[src/verilog/spi_peripheral_port_consts.vh]
// constants for the spi peripheral port
`ifndef SPI_PERIPHERAL_PORT_CONSTS_VH
`define SPI_PERIPHERAL_PORT_CONSTS_VH
`define ROLE_SELECT_BIT      0
`define PHASE_BIT            16
`define POLARITY_BIT         17
`define PRESCALE_MSB         15
`define PRESCALE_LSB         8
`define WORD_BITS            16
`define BIT_COUNT_RESET      5'h00
`define MIN_SCLK_PERIOD_NS   25
`define CLK_PERIOD_NS        4
`define MIN_SCLK_CYCLES      ((`MIN_SCLK_PERIOD_NS + `CLK_PERIOD_NS - 1) / `CLK_PERIOD_NS)
`endif
[src/verilog/spi_peripheral_port.v]
// spi peripheral-role port running on the subsystem bus clock
`timescale 1ns/1ps
`include "spi_peripheral_port_consts.vh"
//
// Contract
// [RQ1] The port acts as a peripheral with the serial clock as input while role select bit 0 of the global control is clear.
// [RQ2] Clock phase comes from format bit 16, clear for phase 0 and set for phase 1.
// [RQ3] Clock polarity at format bit 17 picks which serial clock edge is active.
// [RQ4] Prescale bits 15:8 bound the serial clock period to (value+1) bus clocks, or two for zero, and never under 25 ns.
// [RQ5] Polarity/phase 0/0 or 1/1 launch after the rising edge and sample on the falling edge; other pairs use opposite edges.
// [RQ6] The host waits two serial clock periods after select falls before the first clock edge.
// [RQ7] The host frames every 16 bits with its own select pulse.
// [RQ8] Each select low period is one 16-bit word and the bit counter clears when select rises.
//
// timing notes
//   every pin passes two flip-flops and an edge is seen one cycle later,
//   so a serial clock edge acts two to three bus clocks after the pin moves.
//   a serial half period under about three bus clocks can be missed;
//   the too-fast flag is the only hint of that, so keep the prescale honest.
//   the data pin is synchronised alongside the clock, so the host must keep
//   it steady across a sample edge rather than move it on that edge.
//   output data changes two to three bus clocks after the launch edge,
//   well inside the half period that the prescale bound leaves.
//   when the first serial edge of a frame is a launch edge, the msb already
//   sits on the line from select fall, so that edge is skipped, not shifted.
//   a frame cut short delivers no word; the counter restarts at select rise.
//   the output is driven only while a frame is open; outside a frame the
//   line is held low so no stale bit leaks out of the last word.
//
module spi_peripheral_port #(
  parameter WIDTH = `WORD_BITS
) (
  input  wire             CLK,
  input  wire             SYS_RST,
  input  wire [31:0]      SERIAL_GLOBAL_CONTROL_REG,
  input  wire [31:0]      SERIAL_FORMAT_REG,
  input  wire             SERIAL_CLOCK_PIN,
  input  wire             CHIP_SELECT_N,
  input  wire             PERIPHERAL_INPUT_LINE,
  input  wire [WIDTH-1:0] TX_WORD,
  output reg              PERIPHERAL_OUTPUT_LINE,
  output reg              PERIPHERAL_OUTPUT_OE,
  output reg  [WIDTH-1:0] RX_WORD,
  output reg              RX_VALID,
  output reg              TX_TAKEN,
  output reg              CLOCK_TOO_FAST
);

  // two-flop synchronisers for all pins
  reg [1:0] sclk_sync_reg;
  reg [1:0] cs_sync_reg;
  reg [1:0] din_sync_reg;
  reg       sclk_prev_reg;
  reg       cs_prev_reg;

  // serial clock pin and its edge history
  always @(posedge CLK) begin
    if (SYS_RST) begin
      sclk_sync_reg <= 2'h0;
      sclk_prev_reg <= 1'b0;
    end else begin
      sclk_sync_reg <= {sclk_sync_reg[0], SERIAL_CLOCK_PIN};
      sclk_prev_reg <= sclk_sync_reg[1];
    end
  end

  // select pin; resets to idle high so no false frame follows reset
  always @(posedge CLK) begin
    if (SYS_RST) begin
      cs_sync_reg <= 2'h3;
      cs_prev_reg <= 1'b1;
    end else begin
      cs_sync_reg <= {cs_sync_reg[0], CHIP_SELECT_N};
      cs_prev_reg <= cs_sync_reg[1];
    end
  end

  // data pin, same depth as the clock so both arrive together
  always @(posedge CLK) begin
    if (SYS_RST) begin
      din_sync_reg <= 2'h0;
    end else begin
      din_sync_reg <= {din_sync_reg[0], PERIPHERAL_INPUT_LINE};
    end
  end

  wire       sclk_s   = sclk_sync_reg[1];
  wire       cs_n_s   = cs_sync_reg[1];
  wire       enabled  = ~SERIAL_GLOBAL_CONTROL_REG[`ROLE_SELECT_BIT]; // [RQ1]
  wire       phase    = SERIAL_FORMAT_REG[`PHASE_BIT];                 // [RQ2]
  wire       polarity = SERIAL_FORMAT_REG[`POLARITY_BIT];              // [RQ3]
  wire [7:0] prescale_value = SERIAL_FORMAT_REG[`PRESCALE_MSB:`PRESCALE_LSB];
  wire       rise     = sclk_s & ~sclk_prev_reg;
  wire       fall     = ~sclk_s & sclk_prev_reg;
  wire       cs_rise  = cs_n_s & ~cs_prev_reg;
  wire       cs_fall  = ~cs_n_s & cs_prev_reg;
  // launch on rising when polarity equals phase, sample on the other edge
  wire       launch_edge = (polarity == phase) ? rise : fall;           // [RQ5]
  wire       sample_edge = (polarity == phase) ? fall : rise;           // [RQ5]
  wire       in_frame    = enabled & ~cs_n_s;

  // 25 ns floor expressed in bus clocks, rounded up
  localparam [8:0] MIN_CYCLES = `MIN_SCLK_CYCLES;

  // least legal serial period in bus clocks
  function [8:0] min_period;
    input [7:0] ps;
    begin
      if (ps == 8'h00)
        min_period = 9'h002;
      else
        min_period = {1'b0, ps} + 9'h001;
      if (min_period < MIN_CYCLES)
        min_period = MIN_CYCLES;
    end
  endfunction

  reg [4:0]       bit_count_reg;
  reg [WIDTH-1:0] shift_in_reg;
  reg [WIDTH-1:0] shift_out_reg;
  reg [8:0]       period_count_reg;
  reg             seen_sample_reg;
  reg             first_launch_reg;

  // shift engine; a word is only delivered on its 16th sample edge
  always @(posedge CLK) begin
    if (SYS_RST) begin
      bit_count_reg          <= `BIT_COUNT_RESET;
      shift_in_reg           <= {WIDTH{1'b0}};
      shift_out_reg          <= {WIDTH{1'b0}};
      PERIPHERAL_OUTPUT_LINE <= 1'b0;
      PERIPHERAL_OUTPUT_OE   <= 1'b0;
      RX_WORD                <= {WIDTH{1'b0}};
      RX_VALID               <= 1'b0;
      TX_TAKEN               <= 1'b0;
      first_launch_reg       <= 1'b0;
    end else begin
      RX_VALID             <= 1'b0;
      TX_TAKEN             <= 1'b0;
      PERIPHERAL_OUTPUT_OE <= in_frame;
      if (cs_rise || !enabled) begin
        bit_count_reg          <= `BIT_COUNT_RESET;                     // [RQ8]
        first_launch_reg       <= 1'b0;
        PERIPHERAL_OUTPUT_LINE <= 1'b0;
      end else if (cs_fall) begin
        // phase 0 frames open with a launch edge, which must not shift the msb away
        shift_out_reg          <= TX_WORD;
        PERIPHERAL_OUTPUT_LINE <= TX_WORD[WIDTH-1];
        TX_TAKEN               <= 1'b1;
        bit_count_reg          <= `BIT_COUNT_RESET;                     // [RQ8]
        first_launch_reg       <= ~phase;                               // [RQ2]
      end else if (in_frame) begin
        if (launch_edge) begin
          if (first_launch_reg) begin
            first_launch_reg <= 1'b0;
          end else begin
            shift_out_reg          <= {shift_out_reg[WIDTH-2:0], 1'b0};
            PERIPHERAL_OUTPUT_LINE <= shift_out_reg[WIDTH-2];
          end
        end
        if (sample_edge && bit_count_reg < WIDTH) begin
          shift_in_reg  <= {shift_in_reg[WIDTH-2:0], din_sync_reg[1]};
          bit_count_reg <= bit_count_reg + 5'h01;
          if (bit_count_reg == WIDTH - 1) begin                         // [RQ7]
            RX_WORD  <= {shift_in_reg[WIDTH-2:0], din_sync_reg[1]};
            RX_VALID <= 1'b1;
          end
        end
      end
    end
  end

  // flags a serial period shorter than the prescale bound; sticky until reset
  always @(posedge CLK) begin
    if (SYS_RST) begin
      period_count_reg <= 9'h000;
      seen_sample_reg  <= 1'b0;
      CLOCK_TOO_FAST   <= 1'b0;
    end else if (!in_frame) begin
      seen_sample_reg  <= 1'b0;
      period_count_reg <= 9'h000;
    end else if (sample_edge) begin
      if (seen_sample_reg && (period_count_reg + 9'h001) < min_period(prescale_value))
        CLOCK_TOO_FAST <= 1'b1;                                         // [RQ4]
      seen_sample_reg  <= 1'b1;
      period_count_reg <= 9'h000;
    end else if (period_count_reg != 9'h1FF) begin
      period_count_reg <= period_count_reg + 9'h001;
    end
  end

endmodule // spi_peripheral_port

[config.mk]
export PLATFORM = sky130hd
export DESIGN_NAME = spi_peripheral_port
export DESIGN_NICKNAME = d
export VERILOG_FILES = /design/src/verilog/spi_peripheral_port.v
export VERILOG_INCLUDE_DIRS = /design/src /design/src/verilog
export SDC_FILE = /design/constraint.sdc
export NUM_CORES = 1
export LEC_CHECK = 0
export BUFFER_PORTS_ARGS = -buffer_cell sky130_fd_sc_hd__buf_2
export CORE_MARGIN = 5
export CORE_UTILIZATION = 30
export CTS_CLUSTER_SIZE = 16
export DETAILED_ROUTE_END_ITERATION = 7
export HOLD_SLACK_MARGIN = 0.12
export MAX_ROUTING_LAYER = met4
export PLACE_DENSITY_LB_ADDON = 0.3
export SYNTH_ARGS = -nofsm -noshare
export SYNTH_HDL_FRONTEND = slang
export SYNTH_SLANG_ARGS = --single-unit
[constraint.sdc]
create_clock -name CLK -period 2.5 [get_ports CLK]
set_input_delay 0.25 -clock CLK [delete_from_list [all_inputs] [get_ports CLK]]
set_output_delay 0.25 -clock CLK [all_outputs]
set_load 0.005 [all_outputs]
=== Word-level counts from Yosys, hierarchy flattened ===
Index checks and enable logic that the tools add are counted.

* Word-level logic and storage cells: 83
* Register bits after elaboration: 75
* Bits of input ports: 85
* Output and inout bits: 21

* Bitwise gates (word level): 15
* $add $sub $neg: 3
* Order comparisons: 3
* Reductions and logical operators: 18
* Multiplexer cells: 23
* Equality and inequality tests: 4

{| class="wikitable"
|+ Operator list
! operator !! number
|-
| $mux 9 || 8
|-
| $mux 15 || 4
|-
| $mux 1 || 11
|-
| $not 1->1 || 10
|-
| $add 8x1->9 const B || 1
|-
| $add 9x1->9 const B || 1
|-
| $lt 9x3->1 const B || 1
|-
| $lt 9x9->1 || 1
|-
| $ne 9x9->1 const B || 1
|-
| $logic_not 8->1 || 1
|-
| $reduce_and 4->1 || 2
|-
| $reduce_and 3->1 || 2
|-
| $reduce_or 3->1 || 2
|-
| $add 5x1->5 const B || 1
|-
| $and 1x1->1 || 5
|-
| $eq 5x4->1 const B || 1
|-
| $lt 5x5->1 const B || 1
|-
| $reduce_and 5->1 || 1
|-
| $reduce_or 5->1 || 1
|-
| $reduce_and 2->1 || 2
|-
| $reduce_bool 2->1 || 2
|-
| $reduce_or 2->1 || 2
|-
| $logic_and 1x1->1 || 2
|-
| $ne 2x2->1 const B || 1
|-
| 2 further kinds || 2
|}

=== Depth between registers and ports, before layout ===
Gate-level depths: netlist of run 1.

* Depth in word-level cells: 14
* Mapped depth: 12
* Gate-level depth less buffers: 12

=== Worst setup path before layout of run 1 ===
OpenSTA, ideal clock, no wires.

* Path type: register to register
* Start: reg period_count_reg[0]
* End: reg CLOCK_TOO_FAST
* Period minus slack after synthesis: 2412 ps
* Arrival: 2293 ps
* Cell stages (with the launch flop): 12
* Setup time: 119 ps
* Buffers on the path: 0
* Data required time: 2381 ps
* Setup slack: 88 ps
* Cells stage by stage: dfxtp_1 ha_1 nand3_1 nor2_1 and3_1 ha_1 ha_1 nand4_1 nor3_1 a211oi_1 nor4b_1 o221a_2

* Word-level cells in the longest chain between the ends: 4

{| class="wikitable"
|+ RTL lines
! item !! line !! RTL
|-
| start: declaration || spi_peripheral_port.v:121 || <nowiki>reg [8:0] period_count_reg;</nowiki>
|-
| start signal: assignment || spi_peripheral_port.v:188 || <nowiki>period_count_reg <= period_count_reg + 9'h001;</nowiki>
|-
| $add 9x1->9 || spi_peripheral_port.v:183 || <nowiki>if (seen_sample_reg && (period_count_reg + 9'h001) < min_period(prescale_value))</nowiki>
|-
| $lt 9x9->1 || spi_peripheral_port.v:183 ||
|-
| $logic_and 1x1->1 || spi_peripheral_port.v:183 ||
|-
| $reduce_and 3->1 (no source line) || -- ||
|-
| end signal: assignment || spi_peripheral_port.v:178 || <nowiki>CLOCK_TOO_FAST <= 1'b0;</nowiki>
|-
| end signal: assignment || spi_peripheral_port.v:184 || <nowiki>CLOCK_TOO_FAST <= 1'b1;</nowiki>
|-
| end: declaration || spi_peripheral_port.v:46 || <nowiki>output reg CLOCK_TOO_FAST</nowiki>
|}

No other way between the ends.
A chain may end at the register's enable or synchronous reset.

=== Worst setup path after layout of run 1 ===
Same ends and word-level chain as after synthesis.

==> results of run 1 <==
worst max-delay path: cells and delay by family (launching register included):
family / cells / cell delay [ns]
simple gates: 5 / 0.70
compound gates: 2 / 0.37
fa+ha+maj: 3 / 0.66
flops: 1 / 0.35
buf+inv: 1 / 0.17
stage by stage:
step	instance area [µm²]	hold slack [ns]	power [mW]
floorplan	3480	0.348	1.34
global placement	4000	0.396	1.40
detailed placement	4000	0.400	1.40
CTS	4340	0.125	2.82
global route	4380	0.137	2.89
finish	4380	0.138	2.77
layer usage:
metal | GRT usage (%) | vias to the layer above | wire, µm
li1 | - | 1383 | -
met1 | 12.6 | 1219 | 3340
met2 | 16.7 | 38 | 3270
met3 | 3.17 | 7 | 299
met4 | 5.02 | 0 | 116
met5 | - | - | 0
worst max-delay path by stage:
stage                     slack (ns)             end
after detailed placement       -0.19  CLOCK_TOO_FAST
after CTS                       0.01  CLOCK_TOO_FAST
after global placement         -0.15  CLOCK_TOO_FAST
final                           0.14  CLOCK_TOO_FAST
after floorplan                 0.09  CLOCK_TOO_FAST
after global routing            0.02  CLOCK_TOO_FAST
cell usage in the layout, fill, tap and decap left out, types with 2 or more instances in the layout:
cell                         instances
sky130_fd_sc_hd__dfxtp_1            73
sky130_fd_sc_hd__nor2_1             73
sky130_fd_sc_hd__buf_2              52
sky130_fd_sc_hd__mux2i_1            50
sky130_fd_sc_hd__buf_4              25
sky130_fd_sc_hd__a211oi_1           15
sky130_fd_sc_hd__xnor2_1            14
sky130_fd_sc_hd__ha_1               11
sky130_fd_sc_hd__nand2_1            10
sky130_fd_sc_hd__nand3_1             9
sky130_fd_sc_hd__nor2b_1             9
sky130_fd_sc_hd__clkbuf_16           9
sky130_fd_sc_hd__xor2_1              8
sky130_fd_sc_hd__nor3_1              8
sky130_fd_sc_hd__inv_1               6
sky130_fd_sc_hd__a21oi_1             6
sky130_fd_sc_hd__or2_2               4
sky130_fd_sc_hd__o21ai_0             4
sky130_fd_sc_hd__nand4_1             3
sky130_fd_sc_hd__nor4_1              3
sky130_fd_sc_hd__nand2b_1            3
sky130_fd_sc_hd__nor4b_2             3
sky130_fd_sc_hd__and3_1              2
sky130_fd_sc_hd__and2_1              2
sky130_fd_sc_hd__ha_4                2
sky130_fd_sc_hd__clkinv_4            2
sky130_fd_sc_hd__clkinvlp_4          2
sky130_fd_sc_hd__bufinv_16           2
sky130_fd_sc_hd__dfxtp_2             2
power by group:
part / leakage [nW] / total, mW / switching, mW / internal, mW
logic: 0.920 / 0.151 / 0.0803 / 0.0709
registers: 0.608 / 1.22 / 0.0112 / 1.21
clock network: 0.152 / 1.39 / 0.514 / 0.880
kinds of logic (layout without fill, tap and decap cells):
group / Yosys count / count (layout)
XOR/XNOR: 23 / 23
buffers and inverters: 25 / 101
flip-flops: 75 / 75
adder cells (fa/ha/maj): 14 / 14
multiplexers: 52 / 52
AND/OR/NAND/NOR: 138 / 138
AO/OA/AOI/OAI: 32 / 32
timing repair:
item	in CTS	in global routing
endpoints found under the setup margin	1	1
gates resized for setup	1	8
pin swaps	0	1
buffers inserted	0	0
endpoints found under the hold margin	1	0
hold buffers	1	0
area by class of cell:
type / count / share of cell area, %
clock buffers: 9 / 5.14
clock inverters: 7 / 2.31
inverters: 6 / 0.514
multi-input cells: 259 / 42.7
flip-flops and latches: 75 / 34.3
well taps: 143 / 4.08
repair buffers: 79 / 10.9
==> results by stage, run 1 <==
Outcome:
- The run finished with clean final reports.

Final layout:
- The post-route netlist has a little over a quarter of its cells at a drive strength greater than 1.
- Excluding fillers, the count of instances in the completed layout stands at ~580.
- The layout overhead on the synthesized area is 25.9%.
- The register with the most flip-flops in the layout has 16 of them.
- The footprint of the flip-flops and latches is approximately 1500 µm².
- The share of the core filled with cells is 38.5%.
- 0 antenna diodes ended up in the layout.
- The filler cells instantiated in the layout total roughly 1.2k.
- The number of nets at the end of the flow is approximately 530.
- The footprint of the multi-input gates is 1870 µm².

Job:
- Max-cap violations in this run came to 0.

Critical path:
- The worst setup path is launched from a flop.
- The slowest cell on the critical path is sky130_fd_sc_hd__dfxtp_2.
- Counting stages on the worst path, the most repeated cell is sky130_fd_sc_hd__ha_4.
- The largest stage delay on the critical path is roughly 0.35 ns.
- Traced cell by cell, the critical path runs through ha_2 > nand3_2 > nor2_2 > and3_4 > ha_4 > ha_4 > nand4_1 > buf_4 > nor3_1 > o21ai_0 > o221a_2.
- The type of element capturing the critical path is a flop.
- The signal arrival time at the worst endpoint is 2.58 ns.
- The setup slack of the most critical reg-to-reg path is 0.14 ns.
- The category of the most critical setup path is flop to flop.
- STA puts the critical path data required time at 2.72 ns.
- The largest driver fanout on the critical path is 4.
- The worst reg-to-reg path cell count is 11.
- The critical register-to-register path endpoint is CLOCK_TOO_FAST.
- The reg-to-reg startpoint is period_count_reg[0].
- The worst setup path startpoint is period_count_reg[0].

STA:
- For the pin with the worst max-slew slack, the measured transition is roughly 0.91 ns.
- For the final database, setup skew stands at roughly 0.0066 ns.
- The smallest clock period supported by the final layout is computed as around 2.4 ns.
- Static timing analysis puts the maximum clock frequency at around 420 MHz.
- The total negative slack for setup checks is 0 ns.
- The final-report max-slew violation count is 0.
- Setup violations remaining at the end of the flow were counted as 0.
- The hold violation count in the final report is 0.
- The worst path uses between 90% and 100% of the clock period.
- Setup repair after global routing left no endpoint under its margin.
- The worst pin sits at a relative slew slack of 39.2%.
- After layout, the worst setup slack is 0.140 ns.

Placement:
- After detailed placement, the design holds a cell count of ~560.
- Buffers placed on the I/O ports in this run total 52.
- Detailed placement finished with a half-perimeter wire length of 4.99 mm.
- The worst-case setup slack after placement is -0.190 ns.
- Routability-driven placement finished with a final weighted congestion of approximately 0.76.

Drt:
- Wires add up to about 7 mm.
- After detailed routing, the number of remaining DRC violations is 0.
- Using the TritonRoute via totals, the vias-per-cell ratio works out to between 4 and 5.
- Before antenna repair, the detailed router went through 5 iterations.
- The detail-routed net length per standard cell is 12.2 µm.
- The count of nets left with antenna violations once routing finished came out at 0.
- The initial DRC count is 106.
- The routed layout has 2647 vias.

Clock network:
- For this design, the sink count on the clock tree is 75.
- Clock-pin slew was measured on the worst setup and hold paths at around 0.06 ns.
- Counting along the longest clock path gives a buffer depth of 2.
- The CTS tree is done.
- The later pin in the worst-skew pair is clocked with a latency of 0.33 ns.
- The number of buffers created by CTS is 9.
- In this run the clock root is driven by a sky130_fd_sc_hd__clkbuf_16.
- The H-tree depth is 3.

Pwr:
- The analysis attributes to cell leakage a power of between 1.5 and 2 nW.
- The maximum vdd drop is about 0.00024 V.
- Power spread over the standard cell area amounts to between 600 and 700 nW/µm².

Worst hold path:
- The startpoint identified for the worst hold timing path is SYS_RST.
- The cell count of the worst hold path is 2.
- The sink of the worst hold path is PERIPHERAL_OUTPUT_OE.
- The path class of the tightest hold or removal check is input pin to flop.

Synthesis:
- Summed over all instances, the cell type with the most area after synthesis is sky130_fd_sc_hd__dfxtp_1.
- The synthesized-area fraction occupied by ao, oa, aoi and oai cells is around 6.3%.
- After Yosys synthesis, full adders, half adders and majority gates account for 5.04% of the synthesized area.
- Of the post-synthesis cell area, the part taken by muxes is 15.1%.
- The main flop type after synthesis is sky130_fd_sc_hd__dfxtp_1.
- Ranked by instance count, the synthesized netlist is headed by 75 x sky130_fd_sc_hd__dfxtp_1, 74 x sky130_fd_sc_hd__nor2_1, 50 x sky130_fd_sc_hd__mux2i_1, 15 x sky130_fd_sc_hd__a211oi_1.
- The synthesized netlist devotes about 19% of its cell area to simple gates.
- The average size of a mapped cell is 9.69 µm².
- The top-area cell type share of the netlist area is ~43%.
- The combinational family with the most area after synthesis is simple AND/OR/NAND/NOR gates.
- The mapped netlist covers 3480 µm².
- Counting every net in the synthesized netlist gives roughly 460.
- The proportion of synthesized flip-flops having asynchronous set or reset is 0%.
- Sequential elements use between 40% and 50% of the synthesized area.
- The most frequent cell after synthesis is sky130_fd_sc_hd__dfxtp_1.
- The flop and latch count out of synthesis is 75.
- After synthesis, the cell types taking the most area are sky130_fd_sc_hd__dfxtp_1 43%, sky130_fd_sc_hd__mux2i_1 14%, sky130_fd_sc_hd__nor2_1 8.0%.
- The synthesized netlist contains 43 unique library cells.
- Yosys printed 0 warnings.
- The xor-xnor portion of the synthesized cell area is between 6 and 7%.
- Counting every instance in the synthesized netlist gives about 360.
- The number of flops mapped to enable cells by yosys is 0.

Global routing:
- The initial antenna violation count came to 0.
- Across every metal layer, demand over resource in global routing totals a little over a tenth.
- The first global-routing pass estimated ~12 mm of wire.
- Entering global routing, the biggest net connects a little under 60 pins.
- Summed over all layers, the global routing overflow is 0.
- The number of global-route vias before repair is around 2.7k.

Floorplanning:
- The total area inside the core boundary comes to about 11000 µm².
- The initial utilization of the core area, before any placement, comes to between 30% and 40%.
- From bottom edge to top edge, the die measures between 100 and 150 µm.
- between 100 and 150 I/O pins were placed.
- The width of the die is about 120 µm.
- The floorplan step defined a die boundary enclosing 13800 µm².
- The placement row count is 39.
No activity file was read; power rests on OpenSTA's default activity.
==> run 2, diff against run 1 <==
RECOVER_POWER = 25   (was unset)
==> results by stage, run 2 (synthesis results as in run 1) <==
Worst hold path:
- The cell count of the worst hold path is 2.
- The sink of the worst hold path is PERIPHERAL_OUTPUT_OE.
- The worst hold-check path type is input pin to flop.
- The startpoint identified for the worst hold timing path is SYS_RST.

Final layout:
- The register with the most flip-flops in the layout has 16 of them.
- The antenna diode count is 0.
- The fill cell instance count of the final layout is between 1k and 1.5k.
- The top cell types in the final layout, fill and taps aside, are 73 x sky130_fd_sc_hd__dfxtp_1, 73 x sky130_fd_sc_hd__nor2_1, 50 x sky130_fd_sc_hd__mux2i_1.
- The layout overhead on the synthesized area is 25.7%.
- The non-filler instance count after layout is slightly below 600.
- The number of nets at the end of the flow is ~530.
- The proportion of layout cells with a drive suffix above 1 is 26.0%.
- The final standard cell area without fillers is 4370 µm².
- The footprint of the multi-input gates is between 1500 and 2000 µm².
- The footprint of the flip-flops and latches is between 1500 and 2000 µm².

Global routing:
- For this run the aggregate overflow at the end of global routing stands at 0.
- The number of global-route vias before repair came to roughly 2.7k.
- The initial antenna violation count is 0.
- The total global routing track utilization is a little over a tenth.
- The first global-routing pass estimated between 10 and 15 mm of wire.
- Entering global routing, the biggest net connects 58 pins.

Clock network:
- Clock-pin slew was measured on the worst setup and hold paths at roughly 0.06 ns.
- The CTS tree is done.
- The clock passes through at most 2 buffers.
- Clock tree synthesis selected as its root buffer the cell sky130_fd_sc_hd__clkbuf_16.
- The clock latency on the worst-skew pair is roughly 0.33 ns.
- Clock tree synthesis found a total of 75 sinks.
- In this run the number of H-tree levels came out at 3.
- The number of buffers created by CTS is 9.

Pwr:
- Dividing total power by cell area gives a power density of 633 nW/µm².
- The leakage power of the design is roughly 1.7 nW.
- VDD sags by at most ~0.00024 V.

Placement:
- The congestion estimate from routability-driven global placement came to ~0.76.
- The placed instances occupy a cell area of between 3000 and 4000 µm².
- Once detailed placement completed, the half-perimeter wirelength came to ~5 mm.
- At the placement stage, the worst setup path has a slack of -0.190 ns.
- The total of buffers placed on input and output ports is 52.
- The instance count after placement with tap cells included is approximately 560.

Critical path:
- The type of element capturing the critical path is a flop.
- The worst setup path is launched from a flop.
- The endpoint required time on the critical path is between 2 and 3 ns.
- The category of the most critical setup path is flop to flop.
- In this run the critical register-to-register path is captured at CLOCK_TOO_FAST.
- The largest driver fanout on the critical path is 4.
- For the worst setup path, the data arrival time is between 2 and 3 ns.
- The reg-to-reg startpoint is period_count_reg[0].
- The worst reg-to-reg path cell count is 11.
- The setup slack of the most critical reg-to-reg path is between 0.1 and 0.15 ns.

Drt:
- The total iterations of the first detailed-routing run is 5.
- After detailed routing, the average wire length per cell comes to roughly 12 µm.
- Across all layers, the routed design uses roughly 2.6k vias.
- In this run the remaining antenna-violating nets after routing total 0.
- The number of vias per cell after detailed routing is about 4.6.
- The routed design has around 7 mm of wire.
- The detailed router finished its first iteration with 102 violations.
- In the routed design, unresolved DRC markers number 0.

Floorplanning:
- The area enclosed by the die boundary is around 14000 µm².
- 106 I/O pins were placed.
- The width of the die is about 120 µm.
- Once the floorplan was initialized, standard cells occupied a little under a third of the core.
- The core region is 11400 µm².
- The placement row count is 39.
- The vertical extent of the die is 118 µm.

STA:
- The share of the clock period used by the worst path is ~94%.
- The headroom to the max-slew limit is 25.3%.
- The clock arrives with 0.00657 ns of skew.
- The hold violation count in the final report is 0.
- Setup repair after global routing left no endpoint under its margin.
- The final-report max-slew violation count is 0.
- Setup violations remaining at the end of the flow were counted as 0.
- The worst setup slack after layout is about 0.14 ns.
- The post-route worst hold slack is roughly 0.14 ns.
- At the pin with the least slew margin, the transition time is 1.12 ns.
- Static timing analysis puts the maximum clock frequency at around 420 MHz.
- Counting I/O delays and the setup requirement, the final critical path takes 2.36 ns.

Job:
- Max-cap violations in this run came to 0.

Outcome:
- The run finished with clean final reports.
## run 2: cell count changes in the layout (fill, tap and decap cells not counted)
cell / change
sky130_fd_sc_hd__buf_2: -5
sky130_fd_sc_hd__buf_4: -1
sky130_fd_sc_hd__clkbuf_1: +5
sky130_fd_sc_hd__clkbuf_2: +1
## run 2: routing by layer
layer  vias to the layer above  part of all wire [%]  GRT usage [%]
li1                       1384                     -              -
met1                      1218                    48           12.6
met2                        38                    46           16.7
met3                         7                   4.3           3.17
met4                         0                   1.7           5.02
met5                         -                     0              -
## run 2: critical path, cell delays in order (launching register included)
cell                      delay (ns)
sky130_fd_sc_hd__dfxtp_2        0.35
sky130_fd_sc_hd__ha_2           0.20
sky130_fd_sc_hd__nand3_2        0.10
sky130_fd_sc_hd__nor2_2         0.11
sky130_fd_sc_hd__and3_4         0.20
sky130_fd_sc_hd__ha_4           0.20
sky130_fd_sc_hd__ha_4           0.26
sky130_fd_sc_hd__nand4_1        0.14
sky130_fd_sc_hd__buf_4          0.17
sky130_fd_sc_hd__nor3_1         0.15
sky130_fd_sc_hd__o21ai_0        0.10
sky130_fd_sc_hd__o221a_2        0.27
## run 2: worst max-delay path by stage
| stage | startpoint | to | slack, ns | depth (start not counted) |
|---|---|---|---|---|
| global placement | SERIAL_FORMAT_REG[8] | CLOCK_TOO_FAST | -0.15 | 13 |
| floorplan | period_count_reg[0] | CLOCK_TOO_FAST | 0.09 | 11 |
| finish | period_count_reg[0] | CLOCK_TOO_FAST | 0.14 | 11 |
| detailed placement | SERIAL_FORMAT_REG[8] | CLOCK_TOO_FAST | -0.19 | 13 |
| global route | period_count_reg[0] | CLOCK_TOO_FAST | 0.02 | 11 |
| CTS | period_count_reg[0] | CLOCK_TOO_FAST | 0.01 | 11 |
## run 2: area by class of cell
class	count	area share (%)
clock buffers	9	5.15
clock inverters	7	2.32
inverters	6	0.515
multi-input cells	259	42.8
flip-flops and latches	75	34.4
well taps	143	4.09
repair buffers	79	10.7
## run 2: metrics by stage
stage / util, % / setup TNS (ns) / power, mW
after floorplan: - / 0 / 1.34
after detailed placement: 35.1 / -0.190 / 1.40
after CTS: 38.2 / 0 / 2.82
after global placement: 35.1 / -0.148 / 1.40
after global routing: 38.5 / 0 / 2.89
final: 38.5 / 0 / 2.77
## run 2: what timing repair did
item                                   CTS  global route
endpoints found under the hold margin    1             0
hold buffers                             1             0
pin swaps                                0             1
gates resized for setup                  1             8
buffers inserted                         0             0
setup endpoints to repair                1             1
## run 2: power breakdown
| part | switching [mW] | total (mW) | internal, mW | leakage (nW) |
|---|---|---|---|---|
| Sequential | 0.0112 | 1.22 | 1.21 | 0.608 |
| Clock | 0.514 | 1.39 | 0.880 | 0.152 |
| Combinational | 0.0804 | 0.151 | 0.0705 | 0.897 |
==> run 3, diff against run 2 <==
CTS_BUF_LIST = sky130_fd_sc_hd__clkbuf_4 sky130_fd_sc_hd__clkbuf_8   (was unset)
GPL_TIMING_DRIVEN = 1   (was unset)
clock period = 3.03 ns   (was 2.5 ns; I/O delays follow)
==> results by stage, run 3 (synthesis results as in run 1) <==
Clock network:
- CTS placed an instance of sky130_fd_sc_hd__clkbuf_8 at the clock tree root.
- TritonCTS built the clock tree.
- The post-CTS resize count is 0.
- The buffer depth of the longest clock path is 2.
- The TritonCTS sink count is 75.
- Clock tree synthesis inserted a total of 9 buffers.
- The clock latency on the worst-skew pair is roughly 0.35 ns.
- The H-tree depth is 3.
- Clock-pin slew was measured on the worst setup and hold paths at about 0.090 ns.
- Buffers inserted to repair hold after CTS numbered 0.
- The count of buffers added by post-CTS timing repair for setup is 0.

Critical path:
- Walking the worst path, the cells encountered are ha_1 > nand3_1 > nor2_1 > and3_1 > ha_1 > ha_1 > nand4_1 > nor3_1 > a211oi_1 > nor4b_1 > o221a_2.
- The library cell appearing most often on the critical path is sky130_fd_sc_hd__ha_1.
- The largest stage delay on the critical path is between 0.3 and 0.4 ns.
- The slowest stage of the critical path belongs to the cell sky130_fd_sc_hd__dfxtp_1.
- The logic depth of the worst setup path including buffers is 11.
- Along the worst path, the maximum fanout reaches 4.
- For flop-to-flop paths, the worst setup slack is 0.34 ns.
- Data on the critical path arrives at its endpoint at between 2 and 3 ns.
- The worst setup path is captured at a flop.
- The critical path is of the flop to flop type.
- The startpoint identified for the worst register-to-register timing path is period_count_reg[0].
- In this run the critical register-to-register path is captured at CLOCK_TOO_FAST.
- Broken down by cell family, the worst path's largest delay share belongs to simple AND/OR/NAND/NOR gates.
- The type of origin of the critical path is a flop.
- The number of cells on the worst reg-to-reg path is 11.
- The number of buffers and inverters on the critical path is 0.
- The endpoint required time on the critical path is around 3.3 ns.

STA:
- For the final database, setup skew stands at 0.0136 ns.
- Setup repair after global routing left no endpoint under its margin.
- The actual slew at the worst max-slew pin is between 2 and 2.5 ns.
- The hold violation count in the final report is 0.
- Setup violations remaining at the end of the flow were counted as 0.
- The final-report max-slew violation count is 58.
- The total negative slack for setup checks is 0 ns.
- The headroom to the max-slew limit is -62.7%.
- The highest clock rate is between 300 and 400 MHz.
- The worst path in the final design needs a cycle of approximately 2.7 ns, including I/O delays and setup.
- After layout, the worst path uses between 80% and 90% of the clock period.

Floorplanning:
- The starting density of the core is between 30% and 40%.
- The width of the die is about 120 µm.
- The placement row count is 39.
- The vertical extent of the die is 118 µm.
- During I/O placement, the number of pins put on the boundary was approximately 110.
- The die covers around 14000 µm².
- The core region is roughly 11000 µm².

Pwr:
- IR analysis of the VDD net gives a maximum drop of 0.000275 V.
- In this run the static leakage power is ~1.5 nW.
- The power density over cell area is just under 500 nW/µm².

Placement:
- The HPWL after detailed placement is 4.79 mm.
- The total of buffers placed on input and output ports is 52.
- The routability congestion estimate is roughly 0.75.

Global routing:
- For this run, the total global-route usage over all layers was measured as 10.3%.
- Global routing finished with a remaining overflow of 0.
- The number of global-route vias before repair is between 2k and 3k.
- Entering global routing, the biggest net connects 58 pins.
- The initial antenna violation count was 0.
- The first global-routing pass estimated about 12 mm of wire.

Outcome:
- The run finished, with violations left.
- The checks that failed: capacitance limit, slew limit.

Drt:
- The initial DRC count is between 100 and 150.
- The detailed router placed between 2k and 3k vias in this run.
- The total routed wirelength is roughly 6.8 mm.
- The detail route stage leaves a number of antenna-violating nets equal to 0.
- The detail-routed net length per standard cell is around 12 µm.
- The number of vias per cell after detailed routing is between 4 and 5.
- In the routed design, unresolved DRC markers number 0.
- For this run, the detailed router's first-pass iteration total came to 4.

Final layout:
- The proportion of layout cells with a drive suffix above 1 is 19.4%.
- The top cell types in the final layout, fill and taps aside, are 75 x sky130_fd_sc_hd__dfxtp_1, 74 x sky130_fd_sc_hd__nor2_1, 50 x sky130_fd_sc_hd__mux2i_1.
- Relative to the synthesized area, the layout overhead comes to 15.8%.
- The repair_antennas step left the layout with diodes totalling 0.
- The number of nets at the end of the flow is ~500.
- For this run, the share of the core covered by cells in the final layout is between 30% and 40%.
- The register with the most flip-flops in the layout has 16 of them.
- The library cell used most frequently in the layout, excluding fill and tap cells, is sky130_fd_sc_hd__dfxtp_1.
- The fill cell instance count of the final layout is between 1k and 1.5k.

Worst hold path:
- The worst hold-check path type is input pin to flop.
- The cell count of the worst hold path is 2.
- The startpoint of the tightest hold check path is CHIP_SELECT_N.
- For hold timing, the worst endpoint is cs_sync_reg[0].

Job:
- Max-cap violations in this run came to 1.
run 3: changes by cell type in the layout (fill, tap and decap cells not counted), sizes merged:
cell | previous run | this run
clkinvlp | 2 | 1
clkinv | 2 | 3
inv | 7 | 6
clkbuf | 15 | 16
dlygate4sd3 | 1 | 0
buf | 72 | 50
run 3: cell type report:
cell class | instances | area (µm²) | area share, %
clock inverters | 6 | 90.1 | 2.24
inverters | 6 | 22.5 | 0.559
repair buffers | 56 | 279 | 6.93
flip-flops and latches | 75 | 1500 | 37.3
well taps | 143 | 179 | 4.44
clock buffers | 10 | 131 | 3.26
multi-input cells | 259 | 1820 | 45.3
run 3: metrics by stage:
| step | worst slack, ns | cell area, µm² | power, mW | cells | hold WS [ns] |
|---|---|---|---|---|---|
| floorplan | 0.618 | 3480 | 1.11 | 359 | 0.389 |
| CTS | 0.304 | 4040 | 2.01 | 555 | 0.120 |
| global route | 0.126 | 4030 | 2.07 | 555 | 0.124 |
| detailed placement | 0.230 | 3820 | 1.15 | 539 | 0.393 |
| global placement | 0.255 | 3820 | 1.14 | 539 | 0.395 |
| finish | 0.338 | 4030 | 1.98 | 555 | 0.136 |
run 3: report_power, final:
part           leakage [nW]  internal [mW]  switching (mW)
clock                 0.110          0.475           0.380
sequential            0.607          0.998         0.00902
combinational         0.784         0.0507          0.0645
run 3: worst max-delay path by stage:
stage               slack, ns                 start             end
global placement         0.26  SERIAL_FORMAT_REG[8]  CLOCK_TOO_FAST
global route             0.13   period_count_reg[0]  CLOCK_TOO_FAST
floorplan                0.62   period_count_reg[0]  CLOCK_TOO_FAST
CTS                      0.30   period_count_reg[0]  CLOCK_TOO_FAST
finish                   0.34   period_count_reg[0]  CLOCK_TOO_FAST
detailed placement       0.23  SERIAL_FORMAT_REG[8]  CLOCK_TOO_FAST
run 3: per-layer routing:
| metal | track usage, % | wire length [µm] | vias up |
|---|---|---|---|
| met2 | 16.0 | 3090 | 45 |
| li1 | - | - | 1329 |
| met4 | 4.80 | 131 | 0 |
| met3 | 3.17 | 312 | 9 |
| met1 | 12.3 | 3230 | 1155 |
| met5 | - | 0 | - |
